### config.mk
export PLATFORM = sky130hd
export DESIGN_NAME = stw_top
export DESIGN_NICKNAME = d
export VERILOG_FILES = /design/src/core/stw_pkg.sv /design/src/core/stw_ivl_if.sv /design/src/core/stw_interval.sv /design/src/core/stw_prescale.sv /design/src/core/stw_top.sv
export SDC_FILE = /design/constraint.sdc
export NUM_CORES = 1
export LEC_CHECK = 0
export BUFFER_PORTS_ARGS = -buffer_cell sky130_fd_sc_hd__buf_2
export CAP_MARGIN = 10
export CORE_UTILIZATION = 45
export DETAILED_ROUTE_END_ITERATION = 16
export SKIP_CTS_REPAIR_TIMING = 1
export SYNTH_ARGS = -nofsm -noshare
export SYNTH_HDL_FRONTEND = slang
export SYNTH_HIERARCHICAL = 1
export SYNTH_SLANG_ARGS = --single-unit
### constraint.sdc
create_clock -name CORE_CLK -period 9.3 [get_ports CORE_CLK]
set_input_delay 0.465 -clock CORE_CLK [delete_from_list [all_inputs] [get_ports CORE_CLK]]
set_output_delay 0.465 -clock CORE_CLK [all_outputs]
set_load 0.01 [all_outputs]
### src/core/stw_pkg.sv
// Shared constants and decode helper for the system tick and watchdog block.
package stw_pkg;

    // Register offsets on the special function register port.
    localparam logic [7:0] ADDR_LONG     = 8'hF9;
    localparam logic [7:0] ADDR_SHORT    = 8'hFA;
    localparam logic [7:0] ADDR_MICRO    = 8'hFB;
    localparam logic [7:0] ADDR_MILLI_LO = 8'hFC;
    localparam logic [7:0] ADDR_MILLI_HI = 8'hFD;
    localparam logic [7:0] ADDR_TENTH    = 8'hFE;
    localparam logic [7:0] ADDR_DOG      = 8'hFF;

    // Reset values.
    localparam logic [6:0] RST_INTERVAL = 7'h7F;
    localparam logic [5:0] RST_MICRO    = 6'h03;
    localparam logic [7:0] RST_MILLI_LO = 8'h9F;
    localparam logic [7:0] RST_MILLI_HI = 8'h0F;
    localparam logic [7:0] RST_TENTH    = 8'h63;
    localparam logic [7:0] RST_DOG      = 8'h00;

    // Field positions and widths.
    localparam int WRT_BIT       = 7;
    localparam int ARM_BIT       = 7;
    localparam int DISARM_BIT    = 6;
    localparam int KICK_BIT      = 5;
    localparam int DOG_CNT_W     = 5;
    localparam int INTERVAL_W    = 7;
    localparam int MICRO_W       = 6;
    localparam int MILLI_W       = 16;
    localparam int TENTH_W       = 8;
    localparam int RESET_SEL_BIT = 3;
    localparam int DOG_PD_BIT    = 2;
    localparam int TIMER_PD_BIT  = 1;

    function automatic logic sfr_hit(input logic [7:0] addr,
                                     input logic [7:0] offset);
        return addr == offset;
    endfunction

endpackage

### src/core/stw_ivl_if.sv
// Access path between the register decode and one interval counter.
`timescale 1ns/100ps
`default_nettype none
interface stw_ivl_if;
    logic       wr;
    logic       rd;
    logic [7:0] wdata;
    logic       flag;
    logic [6:0] reload;

    modport ctl (output wr, output rd, output wdata,
                 input flag, input reload);
    modport cnt (input wr, input rd, input wdata,
                 output flag, output reload);
endinterface
`default_nettype wire

### src/core/stw_interval.sv
// Reloading 7-bit interval counter with sticky, read-cleared flag.
`timescale 1ns/100ps
`default_nettype none
module stw_interval (
    // Clock and reset
    input  wire logic clk,
    input  wire logic rst_n,
    // Time base
    input  wire logic run,
    input  wire logic tick,
    // Register access
    stw_ivl_if.cnt    bus
);
    logic [6:0] reload_ff;
    logic [6:0] nxt_reload;
    logic [6:0] cnt_ff;
    logic [6:0] nxt_cnt;
    logic       flag_ff;
    logic       nxt_flag;
    logic       fire;

    assign fire = run && tick && cnt_ff == '0;

    always_comb
    begin
        nxt_reload = reload_ff;
        nxt_cnt    = cnt_ff;
        if (bus.wr)
        begin
            nxt_reload = bus.wdata[6:0];
        end
        if (fire)
        begin
            nxt_cnt = nxt_reload;
        end
        else if (run && tick)
        begin
            nxt_cnt = cnt_ff - 1'b1;
        end
        if (bus.wr && bus.wdata[stw_pkg::WRT_BIT])
        begin
            nxt_cnt = bus.wdata[6:0];
        end
        // A terminal count in the clearing cycle still sets the flag.
        nxt_flag = fire || (flag_ff && !bus.rd);
    end

    always_ff @(posedge clk or negedge rst_n)
    begin
        if (!rst_n)
        begin
            reload_ff <= stw_pkg::RST_INTERVAL;
            cnt_ff    <= stw_pkg::RST_INTERVAL;
            flag_ff   <= 1'b0;
        end
        else
        begin
            reload_ff <= nxt_reload;
            cnt_ff    <= nxt_cnt;
            flag_ff   <= nxt_flag;
        end
    end

    assign bus.flag   = flag_ff;
    assign bus.reload = reload_ff;
endmodule // stw_interval
`default_nettype wire

### src/core/stw_prescale.sv
// Programmable divider producing a one-cycle tick every div+1 enables.
`timescale 1ns/100ps
`default_nettype none
module stw_prescale #(
    parameter int W = 8
) (
    // Clock and reset
    input  wire logic         clk,
    input  wire logic         rst_n,
    // Control
    input  wire logic         run,
    input  wire logic         en,
    input  wire logic [W-1:0] div,
    // Result
    output logic              tick
);
    logic [W-1:0] cnt_ff;
    logic [W-1:0] nxt_cnt;
    logic         tick_ff;
    logic         nxt_tick;

    // A lowered divisor never strands the counter above it.
    always_comb
    begin
        nxt_cnt  = cnt_ff;
        nxt_tick = 1'b0;
        if (!run)
        begin
            nxt_cnt = '0;
        end
        else if (en)
        begin
            if (cnt_ff >= div)
            begin
                nxt_cnt  = '0;
                nxt_tick = 1'b1;
            end
            else
            begin
                nxt_cnt = cnt_ff + 1'b1;
            end
        end
    end

    always_ff @(posedge clk or negedge rst_n)
    begin
        if (!rst_n)
        begin
            cnt_ff  <= '0;
            tick_ff <= 1'b0;
        end
        else
        begin
            cnt_ff  <= nxt_cnt;
            tick_ff <= nxt_tick;
        end
    end

    assign tick = tick_ff;
endmodule // stw_prescale
`default_nettype wire

### src/core/stw_top.sv
// System tick prescalers, interval counters and watchdog.
`timescale 1ns/100ps
`default_nettype none
module stw_top (
    // Clock and reset
    input  wire logic       CORE_CLK,
    input  wire logic       RST_N,
    // Special function register port
    input  wire logic [7:0] SFR_ADDR,
    input  wire logic [7:0] SFR_WDATA,
    input  wire logic       SFR_WR,
    input  wire logic       SFR_RD,
    output logic      [7:0] SFR_RDATA,
    // Configuration registers held elsewhere in the device
    input  wire logic [7:0] HW_CONFIG_ZERO,
    input  wire logic [7:0] POWER_CTRL,
    // Time bases
    output logic            MICRO_TICK,
    output logic            MILLI_TICK,
    output logic            TENTH_TICK,
    // Events
    output logic            SHORT_IRQ,
    output logic            LONG_IRQ,
    output logic            DOG_IRQ,
    output logic            DOG_SYS_RESET,
    input  wire logic       DOG_IRQ_ACK
);
    logic                       rst_meta_ff;
    logic                       rst_n;
    logic                       timer_run;
    logic                       micro_tick;
    logic                       milli_tick;
    logic                       tenth_tick;
    logic [5:0]                 micro_ff;
    logic [5:0]                 nxt_micro;
    logic [7:0]                 milli_lo_ff;
    logic [7:0]                 nxt_milli_lo;
    logic [7:0]                 milli_hi_ff;
    logic [7:0]                 nxt_milli_hi;
    logic [7:0]                 tenth_ff;
    logic [7:0]                 nxt_tenth;
    logic [7:0]                 rdata_ff;
    logic [7:0]                 nxt_rdata;
    logic [7:0]                 dog_ctl_ff;
    logic [7:0]                 nxt_dog_ctl;
    logic                       dog_en_ff;
    logic                       nxt_dog_en;
    logic [stw_pkg::DOG_CNT_W:0] dog_cnt_ff;
    logic [stw_pkg::DOG_CNT_W:0] nxt_dog_cnt;
    logic [stw_pkg::DOG_CNT_W:0] dog_limit;
    logic                       dog_irq_ff;
    logic                       nxt_dog_irq;
    logic                       dog_rst_ff;
    logic                       nxt_dog_rst;
    logic                       dog_wr;
    logic                       arm_done;
    logic                       disarm_done;
    logic                       kick_done;
    logic                       dog_run;
    logic                       expire;
    logic                       reset_sel;

    stw_ivl_if long_bus ();
    stw_ivl_if short_bus ();

    // Release of reset is synchronised; assertion stays asynchronous.
    always_ff @(posedge CORE_CLK or negedge RST_N)
    begin
        if (!RST_N)
        begin
            rst_meta_ff <= 1'b0;
            rst_n       <= 1'b0;
        end
        else
        begin
            rst_meta_ff <= 1'b1;
            rst_n       <= rst_meta_ff;
        end
    end

    assign timer_run = !POWER_CTRL[stw_pkg::TIMER_PD_BIT];
    assign reset_sel = HW_CONFIG_ZERO[stw_pkg::RESET_SEL_BIT];

    stw_prescale #(.W(stw_pkg::MICRO_W)) u_micro (
        .clk   (CORE_CLK),
        .rst_n (rst_n),
        .run   (timer_run),
        .en    (1'b1),
        .div   (micro_ff),
        .tick  (micro_tick)
    );

    stw_prescale #(.W(stw_pkg::MILLI_W)) u_milli (
        .clk   (CORE_CLK),
        .rst_n (rst_n),
        .run   (timer_run),
        .en    (1'b1),
        .div   ({milli_hi_ff, milli_lo_ff}),
        .tick  (milli_tick)
    );

    stw_prescale #(.W(stw_pkg::TENTH_W)) u_tenth (
        .clk   (CORE_CLK),
        .rst_n (rst_n),
        .run   (timer_run),
        .en    (milli_tick),
        .div   (tenth_ff),
        .tick  (tenth_tick)
    );

    stw_interval u_long (
        .clk   (CORE_CLK),
        .rst_n (rst_n),
        .run   (timer_run),
        .tick  (tenth_tick),
        .bus   (long_bus.cnt)
    );

    stw_interval u_short (
        .clk   (CORE_CLK),
        .rst_n (rst_n),
        .run   (timer_run),
        .tick  (milli_tick),
        .bus   (short_bus.cnt)
    );

    assign long_bus.wr     = SFR_WR && stw_pkg::sfr_hit(SFR_ADDR,
                                                      stw_pkg::ADDR_LONG);
    assign long_bus.rd     = SFR_RD && stw_pkg::sfr_hit(SFR_ADDR,
                                                      stw_pkg::ADDR_LONG);
    assign long_bus.wdata  = SFR_WDATA;
    assign short_bus.wr    = SFR_WR && stw_pkg::sfr_hit(SFR_ADDR,
                                                      stw_pkg::ADDR_SHORT);
    assign short_bus.rd    = SFR_RD && stw_pkg::sfr_hit(SFR_ADDR,
                                                      stw_pkg::ADDR_SHORT);
    assign short_bus.wdata = SFR_WDATA;

    // Divider registers and read data.
    always_comb
    begin
        nxt_micro    = micro_ff;
        nxt_milli_lo = milli_lo_ff;
        nxt_milli_hi = milli_hi_ff;
        nxt_tenth    = tenth_ff;
        nxt_rdata    = rdata_ff;
        if (SFR_WR)
        begin
            unique case (SFR_ADDR)
                stw_pkg::ADDR_MICRO:    nxt_micro    = SFR_WDATA[5:0];
                stw_pkg::ADDR_MILLI_LO: nxt_milli_lo = SFR_WDATA;
                stw_pkg::ADDR_MILLI_HI: nxt_milli_hi = SFR_WDATA;
                stw_pkg::ADDR_TENTH:    nxt_tenth    = SFR_WDATA;
                default:                nxt_micro    = micro_ff;
            endcase
        end
        if (SFR_RD)
        begin
            unique case (SFR_ADDR)
                stw_pkg::ADDR_LONG:     nxt_rdata = {1'b0, long_bus.reload};
                stw_pkg::ADDR_SHORT:    nxt_rdata = {1'b0, short_bus.reload};
                stw_pkg::ADDR_MICRO:    nxt_rdata = {2'b00, micro_ff};
                stw_pkg::ADDR_MILLI_LO: nxt_rdata = milli_lo_ff;
                stw_pkg::ADDR_MILLI_HI: nxt_rdata = milli_hi_ff;
                stw_pkg::ADDR_TENTH:    nxt_rdata = tenth_ff;
                stw_pkg::ADDR_DOG:      nxt_rdata = dog_ctl_ff;
                default:                nxt_rdata = 8'h00;
            endcase
        end
    end

    always_ff @(posedge CORE_CLK or negedge rst_n)
    begin
        if (!rst_n)
        begin
            micro_ff    <= stw_pkg::RST_MICRO;
            milli_lo_ff <= stw_pkg::RST_MILLI_LO;
            milli_hi_ff <= stw_pkg::RST_MILLI_HI;
            tenth_ff    <= stw_pkg::RST_TENTH;
            rdata_ff    <= 8'h00;
        end
        else
        begin
            micro_ff    <= nxt_micro;
            milli_lo_ff <= nxt_milli_lo;
            milli_hi_ff <= nxt_milli_hi;
            tenth_ff    <= nxt_tenth;
            rdata_ff    <= nxt_rdata;
        end
    end

    // Watchdog. The control byte remembers the last write so that a one
    // followed by a zero in a later write can be recognised.
    assign dog_wr      = SFR_WR && stw_pkg::sfr_hit(SFR_ADDR,
                                                    stw_pkg::ADDR_DOG);
    assign arm_done    = dog_wr && dog_ctl_ff[stw_pkg::ARM_BIT]
                         && !SFR_WDATA[stw_pkg::ARM_BIT];
    assign disarm_done = dog_wr && dog_ctl_ff[stw_pkg::DISARM_BIT]
                         && !SFR_WDATA[stw_pkg::DISARM_BIT];
    assign kick_done   = dog_wr && dog_ctl_ff[stw_pkg::KICK_BIT]
                         && !SFR_WDATA[stw_pkg::KICK_BIT];
    assign dog_run     = dog_en_ff && !POWER_CTRL[stw_pkg::DOG_PD_BIT];
    assign dog_limit   = {1'b0, dog_ctl_ff[stw_pkg::DOG_CNT_W-1:0]} + 1'b1;
    // The kick lands anywhere inside a tenth period, so the first counted
    // tick is partial; this is the documented one-tick uncertainty.
    assign expire      = dog_run && tenth_tick && dog_cnt_ff == dog_limit;

    always_comb
    begin
        nxt_dog_ctl = dog_wr ? SFR_WDATA : dog_ctl_ff;
        nxt_dog_en  = dog_en_ff;
        if (arm_done)
        begin
            nxt_dog_en = 1'b1;
        end
        if (disarm_done)
        begin
            nxt_dog_en = 1'b0;
        end
        nxt_dog_cnt = dog_cnt_ff;
        if (kick_done || expire || !dog_en_ff)
        begin
            nxt_dog_cnt = '0;
        end
        else if (dog_run && tenth_tick)
        begin
            nxt_dog_cnt = dog_cnt_ff + 1'b1;
        end
        nxt_dog_rst = expire && reset_sel;
        nxt_dog_irq = (expire && !reset_sel)
                      || (dog_irq_ff && !DOG_IRQ_ACK);
    end

    always_ff @(posedge CORE_CLK or negedge rst_n)
    begin
        if (!rst_n)
        begin
            dog_ctl_ff <= stw_pkg::RST_DOG;
            dog_en_ff  <= 1'b0;
            dog_cnt_ff <= '0;
            dog_irq_ff <= 1'b0;
            dog_rst_ff <= 1'b0;
        end
        else
        begin
            dog_ctl_ff <= nxt_dog_ctl;
            dog_en_ff  <= nxt_dog_en;
            dog_cnt_ff <= nxt_dog_cnt;
            dog_irq_ff <= nxt_dog_irq;
            dog_rst_ff <= nxt_dog_rst;
        end
    end

    assign SFR_RDATA     = rdata_ff;
    assign MICRO_TICK    = micro_tick;
    assign MILLI_TICK    = milli_tick;
    assign TENTH_TICK    = tenth_tick;
    assign SHORT_IRQ     = short_bus.flag;
    assign LONG_IRQ      = long_bus.flag;
    assign DOG_IRQ       = dog_irq_ff;
    assign DOG_SYS_RESET = dog_rst_ff;
endmodule // stw_top
`default_nettype wire

==> impl_metrics.env <==
export IMPL_num_vias=5350
export IMPL_async_reset_ff_frac=1.000
export IMPL_synth_area_sq_um=7156
export IMPL_slew_viol_final=0
export IMPL_die_w_um=128.1
export IMPL_p_per_area_nw_per_um2=200.2
export IMPL_grt_max_degree=85
export IMPL_endpoint_kind="flip-flop"
export IMPL_rsz0062_at_grt="false"
export IMPL_dr_pass1_iters=5
export IMPL_fp_dieH_um=128.1
export IMPL_cts_root_buf="clkbuf_16"
export IMPL_finClkSkew_ns=0.006470
export IMPL_crit_family="simple AND/OR/NAND/NOR gates"
export IMPL_fill_cells=1380
export IMPL_post_route_period_util=0.2716
export IMPL_cp_arrival_ns=2.86
export IMPL_final_seq_area_sq_um=3062
export IMPL_tightest_slew_ns=1.147
export IMPL_io_pins=52
export IMPL_synth_most_common_cell="dfrtp_1"
export IMPL_seq_area_frac_synth=0.4273
export IMPL_clkPwrFrac=0.443
export IMPL_setup_viol=0
export IMPL_timing_critical_path_required_ns=9.63
export IMPL_drive_above_1_share=0.2982
export IMPL_overflow=0
export IMPL_multi_input_comb_area_sq_um=3769
export IMPL_grt_usage=0.2242
export IMPL_synthToLayoutAreaGrowth_pct=14.44
export IMPL_antenna_cells=0
export IMPL_yosysWarnings=6
export IMPL_postRouteWirelength_um=16980
export IMPL_hold_viol=0
export IMPL_outcome="finished clean"
export IMPL_hpwlAfterDp_um=12320
export IMPL_ant_nets=0
export IMPL_die_area_sq_um=16410
export IMPL_cts_buffer_depth=2
export IMPL_cts_tree="built"
export IMPL_wl_per_cell_um=18.03
export IMPL_p_sw_frac=0.2775
export IMPL_synth_commonest_cells="dfrtp_1 (76), inv_1 (62), nand2_1 (54)"
export IMPL_first_global_vias=5401
export IMPL_clkLatencyLatePin_ns=0.42
export IMPL_cts_sinks=120
export IMPL_slowest_delay_ns=0.69
export IMPL_dr_first_iter_drc_count=365
export IMPL_startpoint_type="flip-flop"
export IMPL_synth_top_area_frac=0.2658
export IMPL_crit_fanout=15
export IMPL_worst_path_max_delay_cell="or4_4"
export IMPL_cp_num_buf_inv=1
export IMPL_crit_type="reg2reg"
export IMPL_finalNetCount=792
export IMPL_drv_cap=0
export IMPL_p_int_mw=1.184
export IMPL_core_area_sq_um=15370
export IMPL_p_seq_frac=0.407
export IMPL_start_util=0.4655
export IMPL_peakVddDrop_uv=155.9
export IMPL_leakage_nw=3.499
export IMPL_fin_cells=942
export IMPL_hp_class="reg2async"
export IMPL_rows=45
export IMPL_synthCells=675
export IMPL_relSlewSlack=0.2233
export IMPL_viasPerCell=5.679
export IMPL_h_tree_depth=4
export IMPL_netlist_top_cells_area="dfrtp_1 (27%), dfstp_2 (16%), mux2_2 (8.2%)"
export IMPL_drc=0
export IMPL_numCtsBuffers=17
export IMPL_synth_cell_types=80
export IMPL_fmaxAchievable_mhz=396.0
export IMPL_synth_edf_count=0
export IMPL_globalplace_congestion=0.8740
export IMPL_port_buffers=38
export IMPL_finalCriticalPeriod_ns=2.526
export IMPL_synth_top_cell_by_area="dfrtp_1"
export IMPL_fin_setup_tns_ns=0
export IMPL_post_place_cells=909
export IMPL_avgSynthCellArea_sq_um=10.60
export IMPL_antenna_found_initial=0
export IMPL_ys_flop_type="dfrtp_1"
export IMPL_grt_pass1_wl_um=28100
export IMPL_comb_power_share=0.150
export IMPL_ys_seq_elements=120
export IMPL_path_clk_slew_ns=0.06
export IMPL_crit_chain="inv_1 > ha_1 > and3_4 > a221oi_2 > o22ai_1 > or4_4 > o21ai_0"
export IMPL_power_switching_uw=454.9
[power groups by stage]
stage          Sequential (mW)  Clock [mW]  Combinational [mW]
2_1_floorplan            0.650           0               0.200
6_report                 0.667       0.726               0.246
3_5_place_dp             0.673           0               0.243
5_1_grt                  0.674       0.765               0.275
3_3_place_gp             0.670           0               0.237
4_1_cts                  0.666       0.745               0.245
[per-stage QoR]
step	hold WS (ns)	utilization	instance area (sq um)	total power [mW]	setup WS [ns]
detailed placement	0.2509	0.4895	7525	0.9165	6.417
finish	0.2812	0.5328	8189	1.639	6.774
CTS	-0.2032	0.5321	8179	1.656	6.767
global route	0.3077	0.5328	8189	1.714	6.599
floorplan	0.1694	-	7174	0.8493	5.786
global placement	0.2493	0.4895	7525	0.9063	6.403
[path summary, 6_finish.rpt]
| path | startpoint | to | slack [ns] | cells past startpoint |
|---|---|---|---|---|
| setup reg to reg | milli_lo_ff[7] | u_milli/cnt_ff[6] | 6.77 | 7 |
| setup / recovery | milli_lo_ff[7] | u_milli/cnt_ff[6] | 6.77 | 7 |
| min in group CORE_CLK | HW_CONFIG_ZERO[3] | DOG_SYS_RESET | 0.29 | 2 |
| hold / removal | rst_n | u_short/bus.flag | 0.28 | 0 |
| hold reg to reg | rst_n | u_short/bus.flag | 0.28 | 0 |
| max in group asynchronous | rst_n | dog_ctl_ff[0] | 7.57 | 1 |
[cells in the final DEF (no fill, tap or decap), drive strengths merged, types with 4 or more instances in the layout]
master,netlist,layout
mux2,54,54
ha,37,37
a21o,5,5
o211ai,6,6
nand4b,4,4
a21oi,18,18
nand2,55,55
a22oi,9,9
nor4,4,4
o311ai,4,4
and2,6,6
a211oi,16,16
dfstp,44,44
bufinv,0,4
nor2,31,31
and3,13,13
xnor2,13,13
inv,62,64
nand3,29,29
nand4,10,10
a22o,4,4
clkinvlp,0,4
nor2b,5,5
xor2,21,21
dfrtp,76,76
o22ai,8,8
and4,4,4
nor3,11,11
clkbuf,9,19
mux4,4,4
or3,4,4
o21ai,38,38
buf,12,39
conb,1,6
mux2i,11,11
nand2b,8,8
[per-layer routing]
metal  GRT usage  vias up  part of all wire
met4     0.07474        0             0.020
met1      0.3006     2699              0.47
met3     0.04633       20             0.034
li1            -     2536                 -
met5           0        -                 0
met2      0.3619       95              0.48
[kinds of logic after synthesis]
family,after synthesis,share of synthesized area
flip-flops,120,0.4273
multiplexers,69,0.1140
XOR/XNOR,34,0.04162
adder cells (fa/ha/maj),37,0.06470
AO/OA/AOI/OAI,134,0.1390
AND/OR/NAND/NOR,197,0.1642
other,1,0.0005241
buffers and inverters,83,0.04861
[state kept, by name, summed over array words and instances, names as in the netlist, 8 cells and up]
signal	flops
milli_hi_ff	8
SFR_RDATA	8
dog_ctl_ff	8
tenth_ff	8
u_milli/cnt_ff	16
milli_lo_ff	8
u_tenth/cnt_ff	8
[area by class of cell]
cell class	count	share of cell area
flip-flops and latches	120	0.3739
multi-input cells	477	0.4602
clock buffers	19	0.05668
well taps	211	0.03224
clock inverters	13	0.02322
inverters	62	0.02842
repair buffers	40	0.02536
[worst reg2reg max path, cell delays in order, from the launching register on]
cell,delay (ns)
dfstp_2,0.55
inv_1,0.05
ha_1,0.32
and3_4,0.17
a221oi_2,0.26
o22ai_1,0.17
or4_4,0.69
o21ai_0,0.23
Power figures use the tool's default switching activity.
